`config.mk`:
```
export PLATFORM = sky130hd
export DESIGN_NAME = rlr_regs
export DESIGN_NICKNAME = d
export VERILOG_FILES = /design/src/hw/rlr_pkg.sv /design/src/hw/rlr_adapted_coefficient_status_mem.sv /design/src/hw/rlr_regs.sv /design/src/hw/rlr_viol_qual.sv
export SDC_FILE = /design/constraint.sdc
export NUM_CORES = 1
export LEC_CHECK = 0
export BUFFER_PORTS_ARGS = -buffer_cell sky130_fd_sc_hd__buf_2
export CAP_MARGIN = 40
export CORE_MARGIN = 8
export CORE_UTILIZATION = 35
export CTS_BUF_LIST = sky130_fd_sc_hd__clkbuf_16
export CTS_CLUSTER_DIAMETER = 200
export DETAILED_ROUTE_END_ITERATION = 7
export PLACE_DENSITY = 0.48
export SYNTH_ARGS = -nofsm -noshare
export SYNTH_HDL_FRONTEND = slang
export SYNTH_HIERARCHICAL = 1
export SYNTH_SLANG_ARGS = --single-unit
```
`constraint.sdc`:
```
create_clock -name clk -period 5 [get_ports clk]
set_clock_uncertainty 0.2 [all_clocks]
set_input_delay 0.5 -clock clk [delete_from_list [all_inputs] [get_ports clk]]
set_output_delay 0.5 -clock clk [all_outputs]
set_load 0.005 [all_outputs]
```
`src/hw/rlr_pkg.sv`:
```
// Constants for the receive line interface register bank.
// Assumes an 8-bit parallel processor port sampled on clk.
package rlr_pkg;
  localparam logic [7:0] ADDR_IFC_CFG = 8'h20;
  localparam logic [7:0] ADDR_LINE_STAT = 8'h21;
  localparam logic [7:0] ADDR_RX_CFG = 8'h22;
  localparam logic [7:0] ADDR_LOOP_GAIN = 8'h23;
  localparam logic [7:0] ADDR_GAIN_CEIL = 8'h24;
  localparam logic [7:0] ADDR_COEF_DATA = 8'h25;
  localparam logic [7:0] ADDR_COEF_PTR = 8'h26;
  localparam logic [7:0] ADDR_SLICER = 8'h27;
  localparam logic [7:0] ADDR_OUT_LVL = 8'h28;
  localparam logic [7:0] ADDR_GAIN_STAT = 8'h29;
  localparam logic [7:0] ADDR_PREQ = 8'h2A;
  localparam logic [7:0] ADDR_TAP_FIRST = 8'h30;
  localparam logic [7:0] ADDR_TAP_LAST = 8'h37;
  // Field positions.
  localparam int IFC_RESET_BIT = 7;
  localparam int IFC_SQUELCH_BIT = 6;
  localparam int STAT_VIOL_BIT = 3;
  localparam int STAT_EYE_BIT = 1;
  localparam int STAT_PREQ_BIT = 0;
  localparam int CFG_SHORT_FRZ_BIT = 7;
  localparam int CFG_AGC_HI = 5;
  localparam int CFG_AGC_LO = 4;
  localparam int CFG_COEF_FRZ_BIT = 3;
  localparam int CFG_OOR_BLK_BIT = 2;
  localparam int CFG_BUILD_OUT_BIT = 1;
  localparam int CFG_LONG_EYE_BIT = 0;
  localparam int PREQ_FORCE_BIT = 7;
  localparam int PREQ_ON_BIT = 6;
  localparam int PTR_FIXED_BIT = 7;
  // Reset values.
  localparam logic [7:0] RST_RX_CFG = 8'hB1;
  localparam logic [7:0] RST_GAIN_CEIL = 8'h3F;
  localparam logic [7:0] RST_SLICER = 8'hBA;
  localparam logic [7:0] RST_OUT_LVL = 8'hDA;
  localparam logic [7:0] RST_PREQ = 8'hA6;
  localparam logic [7:0] RST_COEF_DATA = 8'h00;
  localparam logic [5:0] RST_COEF_PTR = 6'h00;
  // Timing counts, in line bit times, and the table size in bytes.
  localparam logic [11:0] AGC_BASE_BITS = 12'h020;
  localparam logic [13:0] EYE_SHORT_BITS = 14'h1000;
  localparam logic [13:0] EYE_LONG_BITS = 14'h2000;
  localparam int COEF_TABLE_BYTES = 48;
  // Error tolerances as counts of a 255 full-scale error: 13, 19, 26, 32 percent.
  localparam logic [7:0] TOL_13 = 8'h21;
  localparam logic [7:0] TOL_19 = 8'h30;
  localparam logic [7:0] TOL_26 = 8'h42;
  localparam logic [7:0] TOL_32 = 8'h52;
  typedef enum logic [1:0] {EYE_SHUT = 2'b01, EYE_OPEN = 2'b10} rlr_eye_t;
endpackage

```
`src/hw/rlr_adapted_coefficient_status_mem.sv`:
```
// Coefficient table memory with a registered read port.
// Assumes one writer; addresses past the table read as zero.
`timescale 1ns/1ps
module rlr_adapted_coefficient_status_mem #(
  parameter int DEPTH = 48,
  parameter int W = 8
) (
  input wire logic clk, // Core clock.
  input wire logic wr_en, // Write strobe.
  input wire logic [5:0] addr, // Table index.
  input wire logic [W-1:0] wdata, // Write data.
  output logic [W-1:0] rdata // Registered read data.
);
  typedef struct packed {
    logic [DEPTH-1:0][W-1:0] cells;
    logic [W-1:0] rd;
  } rlr_mem_t;
  rlr_mem_t st_reg;
  rlr_mem_t st_next;

  always_comb begin
    st_next = st_reg;
    if (wr_en && (int'(addr) < DEPTH)) begin
      st_next.cells[addr] = wdata;
    end
    st_next.rd = (int'(addr) < DEPTH) ? st_reg.cells[addr] : '0;
  end

  always_ff @(posedge clk) begin
    st_reg <= st_next;
  end

  assign rdata = st_reg.rd;
endmodule

```
`src/hw/rlr_regs.sv`:
```
// Receive line interface control and status register bank.
// Assumes line-side inputs are synchronous to clk and bit_tick pulses once per line bit.
// How it works
// Violation flag sets on first qualified violation and holds until the hold interval ends.
// E1: mode 0 counts every violation, mode 1 only same-polarity consecutive pairs.
// T1: mode 0 counts all violations, mode 1 skips substitution-coded ones.
// Every qualified violation also pulses the line code violation counter.
// Squelch with eye closed forces the data outputs to zero.
// Eye status reads live: valid signal and locked recovery loop.
// Status bit shows whether the pre-equalizer is currently engaged.
// Short-line freeze stops coefficient updates while the received level is strong.
// Gain window code picks a 32, 128, 512 or 2048 bit update period.
// Coefficient freeze stops coefficient updates; gain control keeps running.
// Out-of-range block stops automatic build-out switching while the converter saturates.
// Build-out enable 0 forces attenuation off, 1 allows automatic switching.
// Eye timeout bit selects 4096 or 8192 bit times.
// Applied gain never exceeds the programmed six-bit ceiling.
// Reset and interface reset reload data, pointer, slicer and pre-equalizer defaults.
// Six-bit pointer addresses a 48-byte table through the data register.
// Slicer register holds gain maximum, gain minimum and slicer threshold fields.
// Acquisition restarts when average error exceeds the first tolerance, default 11.
// Operation restarts when average error exceeds the second tolerance, default 01.
// Four-bit output level field selects the target pulse height.
// Processor writes the gain status register before reading it.
// Gain status reads the six-bit gain code latched by that write.
// Pre-equalizer: force 0 automatic, force 1 with on selects on or off.
// Writing the reset bit restarts the interface and the bit clears itself.
// Adapted tap status registers are read-only and show live coefficients.
`timescale 1ns/1ps
module rlr_regs #(
  parameter logic [7:0] LOOP_GAIN_RESET = 8'h40
) (
  input wire logic clk, // Core clock, 50 MHz.
  input wire logic reset_n, // Synchronous reset, active low.
  input wire logic [7:0] bus_addr, // Register address.
  input wire logic bus_wr, // Write strobe.
  input wire logic bus_rd, // Read strobe.
  input wire logic [7:0] bus_wdata, // Write data.
  output logic [7:0] bus_rdata, // Read data, valid after bus_rd.
  input wire logic bit_tick, // One pulse per line bit.
  input wire logic viol, // Raw bipolar violation pulse.
  input wire logic viol_pol, // Violation polarity.
  input wire logic viol_in_subst, // Violation inside a substitution code.
  input wire logic line_rate_select, // 1 for T1, 0 for E1.
  input wire logic substitution_count_select, // Substitution counting mode.
  input wire logic hold_expire, // End of the error hold interval.
  input wire logic signal_valid, // Valid receive signal present.
  input wire logic loop_locked, // Clock recovery loop locked.
  input wire logic level_strong, // Received level about -15 dB or stronger.
  input wire logic adc_out_of_range, // Converter out of range.
  input wire logic prequal_auto_req, // Automatic pre-equalizer decision.
  input wire logic in_acquisition, // Equalizer in acquisition state.
  input wire logic [7:0] avg_error, // Average equalizer error.
  input wire logic [5:0] gain_request, // Gain asked by gain control.
  input wire logic [63:0] adapted_taps, // Eight live adapted coefficients.
  input wire logic data_pos_in, // Slicer positive data.
  input wire logic data_neg_in, // Slicer negative data.
  output logic data_pos_out, // Squelched positive data.
  output logic data_neg_out, // Squelched negative data.
  output logic lcv_increment, // Pulse to the violation counter.
  output logic liu_reset, // Interface reset pulse.
  output logic adapted_coefficient_status_update_enable, // Equalizer may adapt.
  output logic agc_update_tick, // Gain control update pulse.
  output logic eye_timeout, // Eye-open timeout pulse.
  output logic eq_restart, // Equalizer restart request.
  output logic build_out_force_off, // Attenuation forced off.
  output logic build_out_switch_ok, // Automatic build-out switching allowed.
  output logic prequal_enable, // Pre-equalizer engaged.
  output logic [5:0] gain_applied, // Gain after ceiling.
  output logic [1:0] agc_max, // Slicer gain maximum field.
  output logic [1:0] agc_min, // Slicer gain minimum field.
  output logic [3:0] slicer_level, // Data slicer threshold.
  output logic [3:0] output_level_target, // Target pulse height code.
  output logic [5:0] prequalizer_threshold, // Pre-equalizer threshold.
  output logic [6:0] recovery_filter_gain // Recovery loop filter gain.
);
  import rlr_pkg::*;

  typedef struct packed {
    logic [7:0] rx_cfg;
    logic [7:0] loop_gain;
    logic [7:0] ceiling;
    logic [7:0] coef_data;
    logic [5:0] coef_ptr;
    logic [7:0] slicer;
    logic [7:0] out_lvl;
    logic [7:0] preq;
    logic [5:0] gain_latch;
    logic squelch;
    logic viol_flag;
    logic rst_pulse;
    logic reload;
    rlr_eye_t eye_state;
    logic [13:0] eye_cnt;
    logic [11:0] agc_cnt;
    logic agc_tick;
    logic eye_tmo;
    logic restart;
    logic line_code_violation_count;
    logic [5:0] gain;
    logic pos;
    logic neg;
    logic [7:0] rdata;
  } rlr_state_t;

  rlr_state_t st_reg;
  rlr_state_t st_next;
  logic viol_hit;
  logic eye_valid;
  logic [7:0] mem_rdata;
  logic mem_wr;

  //////////////////////////////////////////////////////////////////////////////

  function automatic logic [11:0] agc_period(input logic [1:0] code);
    agc_period = AGC_BASE_BITS << {code, 1'b0};
  endfunction

  function automatic logic [7:0] tolerance(input logic [1:0] code);
    case (code)
      2'b00: tolerance = TOL_13;
      2'b01: tolerance = TOL_19;
      2'b10: tolerance = TOL_26;
      default: tolerance = TOL_32;
    endcase
  endfunction

  function automatic logic [5:0] clamp_gain(input logic [5:0] req, input logic [5:0] ceil);
    clamp_gain = (req > ceil) ? ceil : req;
  endfunction

  //////////////////////////////////////////////////////////////////////////////

  rlr_viol_qual u_viol (
    .clk(clk),
    .reset_n(reset_n),
    .viol(viol),
    .viol_pol(viol_pol),
    .viol_in_subst(viol_in_subst),
    .line_rate_select(line_rate_select),
    .substitution_count_select(substitution_count_select),
    .hit(viol_hit)
  );

  assign mem_wr = bus_wr && (bus_addr == ADDR_COEF_DATA);

  // The table sees the next pointer, so a reload after a pointer write fetches the new entry.
  rlr_adapted_coefficient_status_mem #(
    .DEPTH(COEF_TABLE_BYTES),
    .W(8)
  ) u_mem (
    .clk(clk),
    .wr_en(mem_wr),
    .addr(st_next.coef_ptr),
    .wdata(bus_wdata),
    .rdata(mem_rdata)
  );

  assign eye_valid = signal_valid && loop_locked;

  //////////////////////////////////////////////////////////////////////////////

  always_comb begin
    st_next = st_reg;
    st_next.rst_pulse = 1'b0;
    st_next.reload = 1'b0;
    st_next.agc_tick = 1'b0;
    st_next.eye_tmo = 1'b0;

    // A new pointer loads the data register one cycle later; a data write in that cycle wins.
    if (st_reg.reload) begin
      st_next.coef_data = mem_rdata;
    end

    // Register writes.
    if (bus_wr) begin
      if (bus_addr == ADDR_IFC_CFG) begin
        st_next.rst_pulse = bus_wdata[IFC_RESET_BIT];
        st_next.squelch = bus_wdata[IFC_SQUELCH_BIT];
      end else if (bus_addr == ADDR_RX_CFG) begin
        st_next.rx_cfg = bus_wdata;
      end else if (bus_addr == ADDR_LOOP_GAIN) begin
        st_next.loop_gain = {1'b0, bus_wdata[6:0]};
      end else if (bus_addr == ADDR_GAIN_CEIL) begin
        st_next.ceiling = {2'b00, bus_wdata[5:0]};
      end else if (bus_addr == ADDR_COEF_DATA) begin
        st_next.coef_data = bus_wdata;
      end else if (bus_addr == ADDR_COEF_PTR) begin
        st_next.coef_ptr = bus_wdata[5:0];
        st_next.reload = 1'b1;
      end else if (bus_addr == ADDR_SLICER) begin
        st_next.slicer = bus_wdata;
      end else if (bus_addr == ADDR_OUT_LVL) begin
        st_next.out_lvl = bus_wdata;
      end else if (bus_addr == ADDR_GAIN_STAT) begin
        st_next.gain_latch = st_reg.gain;
      end else if (bus_addr == ADDR_PREQ) begin
        st_next.preq = bus_wdata;
      end
    end

    // Violation flag: a new violation beats the hold expiry.
    if (viol_hit) begin
      st_next.viol_flag = 1'b1;
    end else if (hold_expire) begin
      st_next.viol_flag = 1'b0;
    end
    st_next.line_code_violation_count = viol_hit;

    // Gain control update period.
    if (bit_tick) begin
      if (st_reg.agc_cnt >= agc_period(st_reg.rx_cfg[CFG_AGC_HI:CFG_AGC_LO]) - 12'h001) begin
        st_next.agc_cnt = '0;
        st_next.agc_tick = 1'b1;
      end else begin
        st_next.agc_cnt = st_reg.agc_cnt + 12'h001;
      end
    end

    // Eye-open timeout while the eye is shut.
    case (st_reg.eye_state)
      EYE_SHUT: begin
        if (eye_valid) begin
          st_next.eye_state = EYE_OPEN;
          st_next.eye_cnt = '0;
        end else if (bit_tick) begin
          if (st_reg.eye_cnt >= (st_reg.rx_cfg[CFG_LONG_EYE_BIT] ? EYE_LONG_BITS : EYE_SHORT_BITS)
              - 14'h0001) begin
            st_next.eye_cnt = '0;
            st_next.eye_tmo = 1'b1;
          end else begin
            st_next.eye_cnt = st_reg.eye_cnt + 14'h0001;
          end
        end
      end
      EYE_OPEN: begin
        if (!eye_valid) begin
          st_next.eye_state = EYE_SHUT;
          st_next.eye_cnt = '0;
        end
      end
      default: begin
        st_next.eye_state = EYE_SHUT;
        st_next.eye_cnt = '0;
      end
    endcase

    // Equalizer restart on excess average error.
    if (in_acquisition) begin
      st_next.restart = avg_error > tolerance(st_reg.out_lvl[7:6]);
    end else begin
      st_next.restart = avg_error > tolerance(st_reg.out_lvl[5:4]);
    end

    st_next.gain = clamp_gain(gain_request, st_reg.ceiling[5:0]);

    st_next.pos = data_pos_in && !(st_reg.squelch && !eye_valid);
    st_next.neg = data_neg_in && !(st_reg.squelch && !eye_valid);

    // Read data.
    if (bus_rd) begin
      if (bus_addr == ADDR_IFC_CFG) begin
        st_next.rdata = {1'b0, st_reg.squelch, 6'h00};
      end else if (bus_addr == ADDR_LINE_STAT) begin
        st_next.rdata = {4'h0, st_reg.viol_flag, 1'b0, eye_valid, prequal_enable};
      end else if (bus_addr == ADDR_RX_CFG) begin
        st_next.rdata = st_reg.rx_cfg;
      end else if (bus_addr == ADDR_LOOP_GAIN) begin
        st_next.rdata = st_reg.loop_gain;
      end else if (bus_addr == ADDR_GAIN_CEIL) begin
        st_next.rdata = st_reg.ceiling;
      end else if (bus_addr == ADDR_COEF_DATA) begin
        st_next.rdata = st_reg.coef_data;
      end else if (bus_addr == ADDR_COEF_PTR) begin
        st_next.rdata = {1'b1, 1'b0, st_reg.coef_ptr};
      end else if (bus_addr == ADDR_SLICER) begin
        st_next.rdata = st_reg.slicer;
      end else if (bus_addr == ADDR_OUT_LVL) begin
        st_next.rdata = st_reg.out_lvl;
      end else if (bus_addr == ADDR_GAIN_STAT) begin
        st_next.rdata = {2'b00, st_reg.gain_latch};
      end else if (bus_addr == ADDR_PREQ) begin
        st_next.rdata = st_reg.preq;
      end else if (bus_addr >= ADDR_TAP_FIRST && bus_addr <= ADDR_TAP_LAST) begin
        st_next.rdata = adapted_taps[bus_addr[2:0]*8 +: 8];
      end else begin
        st_next.rdata = 8'h00;
      end
    end

    // Interface reset reloads the equalizer defaults and restarts acquisition.
    if (st_reg.rst_pulse) begin
      st_next.coef_data = RST_COEF_DATA;
      st_next.coef_ptr = RST_COEF_PTR;
      st_next.slicer = RST_SLICER;
      st_next.preq = RST_PREQ;
      st_next.reload = 1'b0;
      st_next.eye_state = EYE_SHUT;
      st_next.eye_cnt = '0;
      st_next.agc_cnt = '0;
    end
  end

  //////////////////////////////////////////////////////////////////////////////

  always_ff @(posedge clk) begin
    if (!reset_n) begin
      st_reg <= '{
        rx_cfg: RST_RX_CFG,
        loop_gain: LOOP_GAIN_RESET,
        ceiling: RST_GAIN_CEIL,
        coef_data: RST_COEF_DATA,
        coef_ptr: RST_COEF_PTR,
        slicer: RST_SLICER,
        out_lvl: RST_OUT_LVL,
        preq: RST_PREQ,
        eye_state: EYE_SHUT,
        default: '0
      };
    end else begin
      st_reg <= st_next;
    end
  end

  //////////////////////////////////////////////////////////////////////////////

  assign bus_rdata = st_reg.rdata;
  assign data_pos_out = st_reg.pos;
  assign data_neg_out = st_reg.neg;
  assign lcv_increment = st_reg.line_code_violation_count;
  assign liu_reset = st_reg.rst_pulse;
  assign agc_update_tick = st_reg.agc_tick;
  assign eye_timeout = st_reg.eye_tmo;
  assign eq_restart = st_reg.restart;
  assign gain_applied = st_reg.gain;

  // Coefficients adapt unless frozen outright or frozen on a short line.
  assign adapted_coefficient_status_update_enable = !st_reg.rx_cfg[CFG_COEF_FRZ_BIT] &&
    !(st_reg.rx_cfg[CFG_SHORT_FRZ_BIT] && level_strong);

  assign build_out_force_off = !st_reg.rx_cfg[CFG_BUILD_OUT_BIT];
  assign build_out_switch_ok = st_reg.rx_cfg[CFG_BUILD_OUT_BIT] &&
    !(st_reg.rx_cfg[CFG_OOR_BLK_BIT] && adc_out_of_range);

  assign prequal_enable = st_reg.preq[PREQ_FORCE_BIT] ? st_reg.preq[PREQ_ON_BIT] : prequal_auto_req;

  assign agc_max = st_reg.slicer[7:6];
  assign agc_min = st_reg.slicer[5:4];
  assign slicer_level = st_reg.slicer[3:0];
  assign output_level_target = st_reg.out_lvl[3:0];
  assign prequalizer_threshold = st_reg.preq[5:0];
  assign recovery_filter_gain = st_reg.loop_gain[6:0];

  //////////////////////////////////////////////////////////////////////////////

  a_viol_latch: assert property (@(posedge clk) disable iff (!reset_n)
    viol_hit |=> st_reg.viol_flag ##1 (st_reg.viol_flag || $past(hold_expire)))
    else $error("violation flag not latched");
  a_lcv_pulse: assert property (@(posedge clk) disable iff (!reset_n)
    viol_hit |=> lcv_increment) else $error("counter pulse missing");
  a_squelch_zero: assert property (@(posedge clk) disable iff (!reset_n)
    (st_reg.squelch && !eye_valid && !bus_wr) |=> (!data_pos_out && !data_neg_out))
    else $error("squelched data not zero");
  a_eye_status: assert property (@(posedge clk) disable iff (!reset_n)
    (bus_rd && bus_addr == ADDR_LINE_STAT) |=> (bus_rdata[STAT_EYE_BIT] == $past(eye_valid)))
    else $error("eye status wrong");
  a_coef_freeze: assert property (@(posedge clk) disable iff (!reset_n)
    st_reg.rx_cfg[CFG_COEF_FRZ_BIT] |-> !adapted_coefficient_status_update_enable) else $error("frozen but adapting");
  a_gain_ceiling: assert property (@(posedge clk) disable iff (!reset_n)
    1'b1 |=> (gain_applied <= $past(st_reg.ceiling[5:0]))) else $error("gain above ceiling");
  a_reset_reload: assert property (@(posedge clk) disable iff (!reset_n)
    liu_reset |=> (st_reg.slicer == RST_SLICER && st_reg.preq == RST_PREQ && st_reg.coef_ptr == RST_COEF_PTR))
    else $error("defaults not reloaded");
  a_reset_selfclr: assert property (@(posedge clk) disable iff (!reset_n)
    (bus_wr && bus_addr == ADDR_IFC_CFG && bus_wdata[IFC_RESET_BIT]) |=> liu_reset ##1 !liu_reset)
    else $error("reset bit not self-clearing");
  a_preq_forced: assert property (@(posedge clk) disable iff (!reset_n)
    (bus_wr && bus_addr == ADDR_PREQ && bus_wdata[7:6] == 2'b10) |=> !prequal_enable)
    else $error("forced off not honoured");
  a_tap_readonly: assert property (@(posedge clk) disable iff (!reset_n)
    (bus_rd && bus_addr == ADDR_TAP_FIRST) |=> (bus_rdata == $past(adapted_taps[7:0])))
    else $error("tap readback wrong");
endmodule

```
`src/hw/rlr_viol_qual.sv`:
```
// Qualifies raw bipolar violations by line rate and substitution counting.
// Assumes violation inputs are one-cycle pulses synchronous to clk.
`timescale 1ns/1ps
module rlr_viol_qual (
  input wire logic clk, // Core clock.
  input wire logic reset_n, // Synchronous reset, active low.
  input wire logic viol, // Raw violation pulse.
  input wire logic viol_pol, // Polarity of the violating pulse.
  input wire logic viol_in_subst, // Violation is part of a substitution code.
  input wire logic line_rate_select, // 1 for T1, 0 for E1.
  input wire logic substitution_count_select, // Substitution counting mode.
  output logic hit // Qualified violation pulse.
);
  typedef struct packed {
    logic seen;
    logic last_pol;
    logic hit;
  } rlr_vq_t;
  rlr_vq_t st_reg;
  rlr_vq_t st_next;
  logic qualify;

  always_comb begin
    st_next = st_reg;
    qualify = 1'b0;
    if (viol) begin
      if (!substitution_count_select) begin
        qualify = 1'b1;
      end else if (line_rate_select) begin
        qualify = !viol_in_subst;
      end else begin
        qualify = st_reg.seen && (st_reg.last_pol == viol_pol);
      end
      st_next.seen = 1'b1;
      st_next.last_pol = viol_pol;
    end
    st_next.hit = qualify;
  end

  always_ff @(posedge clk) begin
    if (!reset_n) begin
      st_reg <= '0;
    end else begin
      st_reg <= st_next;
    end
  end

  assign hit = st_reg.hit;

  a_t1_all_count: assert property (@(posedge clk) disable iff (!reset_n)
    (viol && !substitution_count_select) |=> hit) else $error("violation not counted");
  a_t1_subst_skip: assert property (@(posedge clk) disable iff (!reset_n)
    (viol && line_rate_select && substitution_count_select && viol_in_subst) |=> !hit)
    else $error("substitution violation counted");
endmodule

```
==> metrics <==
status=completed; most frequent cells in the layout=edfxtp_1, buf_2, nand2_1; DRC=0; CTS H-tree depth=2; P_sw=~1.9 mW; Worst Hold Class=input port to flop; Netlist Area Pre-Place=roughly 0.022 mm2; Top Ports=roughly 160; routability cong.=0.848; critical path endpoint category=flop; setup TNS=0 ns; vias in the first global route=14,979; height of the die=~270 um; worst path cell trace=buf_2 > or4b_1 > or2_1 > nor2_8 > mux2i_1 > nor2_4 > and3b_1 > a22oi_1 > o211ai_1 > a211oi_1 > nand4_1; crit path DAT=4.38 ns; crit path max fanout=17; TritonCTS Buffers=55; Initial Util=between 30% and 40%; Avg Cell Area, Syn=13.0 um2; CTS root buf=clkbuf_16; clock sink count=~510; Core ar.=between 0.06 and 0.07 mm2; commonest non-fill, non-tap cell in the layout=edfxtp_1; Initial DRT Pass Iterations=5; Synth async-reset ratio=0%; Setup Slack @ Placement=0.287 ns; Achievable Freq=242 MHz; total wire length=about 70,000 um; Setup Viol. Count Final=0; fin area=roughly 0.026 mm2; Finished Layout Cells=about 2,800; Ys Warns=6; Buf/Inv on CP=1; main combinational cell family by area after synthesis=compound AO/OA/AOI/OAI gates; sequential power share=approximately half; Syn Inst Count=approximately 1,700; Max Transition Viols Final=0; Comb pwr share=~3.6%; worst relative slew slack=between 30% and 40%; Cell variety after synth=80; antenna violations before repair=2; die area=between 0.07 and 0.08 mm2; Avg WL per Cell=approximately 25 um; simple-gate share of the synthesized area=between 10% and 20%; Largest register FFs=~380; Tightest Pin Transition=approximately 0.94 ns; largest net degree at the start of global routing=58; CTS Buffer Depth=3; LEAKAGE=9.26 nW; power per cell area=between 300 and 400 mW/mm2; complex-gate fraction of the synthesized area=a little under an eighth; Max stage delay on crit path=roughly 0.7 ns; DR iter-0 viols=~1,200; CP max stage cell=a211oi_1; PortBufs=162; # fillers=roughly 6,000; post-synthesis sequential area ratio=a little under two thirds; Routed Antenna Nets=0; P_int=between 7 and 8 mW; placed cell area=between 0.02 and 0.025 mm2; Mapped Nets=approximately 1,800; Primary FF master, synth=edfxtp_1; RSZ-0062 raised after global routing=false; post-synthesis xor/xnor area fraction=less than 1%; Reg clk slew, reported paths=around 0.06 ns; setup bufs post-CTS=0; Vias/cell=~5.4; CP required=approximately 5.3 ns; clock insertion delay at the later pin of the skew report=0.62 ns; fin crit period=just over 4 ns; maximum vdd drop=between 0.4 and 0.5 mV; Critical Path Start Type=input port; Crit Path Class=input port to flop; PostCTS Resize Cnt=0; CTS tree=built; number of enable flip-flop cells after synthesis=about 380; P&R area growth vs syn=17.6%; synthesis-stage register bit count=approximately 510; fin worst setup slack=approximately 0.86 ns; cell family with most CP delay=simple AND/OR/NAND/NOR gates; clock group share of total power=~46%; number of antenna repair diodes=0; fin crit share=about 83%; Total GRT Usage=18.4%; grt ovf=0; mux share of post-synthesis cell area=just over 8%; first-pass GRT wire length=slightly below 100,000 um; Post-Place Cells=roughly 2,700; Switching Fraction=between 20% and 30%; Final HPWL DP=between 40,000 and 50,000 um; share of cells above drive strength 1=a little under a quarter; number of max-cap violations=0; nets=2,021; Die Width=approximately 270 um; Synth Area in Adders=approximately 1.5%; via count=roughly 15,000; row count=about 90; final hold vios=0
## repair_timing
item                                   4_1_cts  5_1_grt
hold buffers                                13        0
setup endpoints to repair                    0        0
endpoints found under the hold margin       12        0
## worst reg2reg max path: stages (launching register included)
cell and delay (ns):
dfxtp_1 0.51, nor2_4 0.63, and3b_1 0.53, a22oi_1 0.36, o211ai_1 0.23, a211oi_1 0.68
nand4_1 0.17
## Yosys cell counts (35+ instances only)
library cell / instances / area share (%)
nor2_1: 119 / 2.0
nor2b_1: 37 / 1.0
clkbuf_1: 65 / 1.1
mux2i_1: 63 / 2.8
o21ai_0: 59 / 1.3
a22oi_1: 80 / 2.7
buf_4: 51 / 1.7
a21oi_1: 41 / 0.93
edfxtp_1: 384 / 52
buf_2: 37 / 0.84
nand3_1: 37 / 0.84
mux2_2: 35 / 1.8
a221oi_1: 40 / 1.6
dfxtp_1: 128 / 12
nand2_1: 156 / 2.6
## final timing paths
kind | startpoint | endpoint | slack (ns) | depth (start not counted)
setup / recovery | bus_addr[4] | u_mem/rdata[2] | 0.86 | 11
hold / removal | gain_request[5] | gain_applied[5] | 0.04 | 3
setup reg to reg | liu_reset | u_mem/rdata[2] | 1.54 | 6
hold reg to reg | st_reg[45] | st_reg[45] | 0.23 | 2
## kinds of logic after synthesis
| family | count (synthesis) |
|---|---|
| flip-flops | 512 |
| AND/OR/NAND/NOR | 459 |
| AO/OA/AOI/OAI | 356 |
| buffers and inverters | 192 |
| multiplexers | 133 |
| adder cells (fa/ha/maj) | 26 |
| XOR/XNOR | 22 |
## per-layer routing
metal	track usage, %	wire, um	vias to the layer above
met5	0	0	-
met1	25.2	30000	7599
li1	-	-	6789
met2	30.3	32600	484
met4	5.05	1680	0
met3	2.92	4000	89
## power by group through the flow
stage,registers (mW),logic (mW),clock network [mW]
6_report,4.59,0.325,4.17
2_1_floorplan,4.67,0.149,0
3_5_place_dp,4.68,0.320,0
3_3_place_gp,4.68,0.317,0
4_1_cts,4.58,0.329,4.27
5_1_grt,4.58,0.355,4.44
## final cells by class
| type | count | area, um2 | share of cell area (%) |
|---|---|---|---|
| Clock inverter | 47 | 459 | 1.76 |
| Sequential cell | 512 | 14100 | 54.1 |
| Multi-Input combinational cell | 996 | 7110 | 27.3 |
| Clock buffer | 56 | 1400 | 5.38 |
| Inverter | 35 | 131 | 0.504 |
| Timing Repair Buffer | 282 | 1810 | 6.93 |
| Tap cell | 846 | 1060 | 4.06 |
## per-stage QoR
step	utilization, %	total power, mW	hold slack, ns
after floorplan	-	4.82	0.208
after global routing	41.5	9.38	0.0240
after global placement	38.3	4.99	0.225
after detailed placement	38.3	5.00	0.228
after CTS	41.5	9.19	0.0114
final	41.5	9.08	0.0437
(Power assumes the default switching activity.)
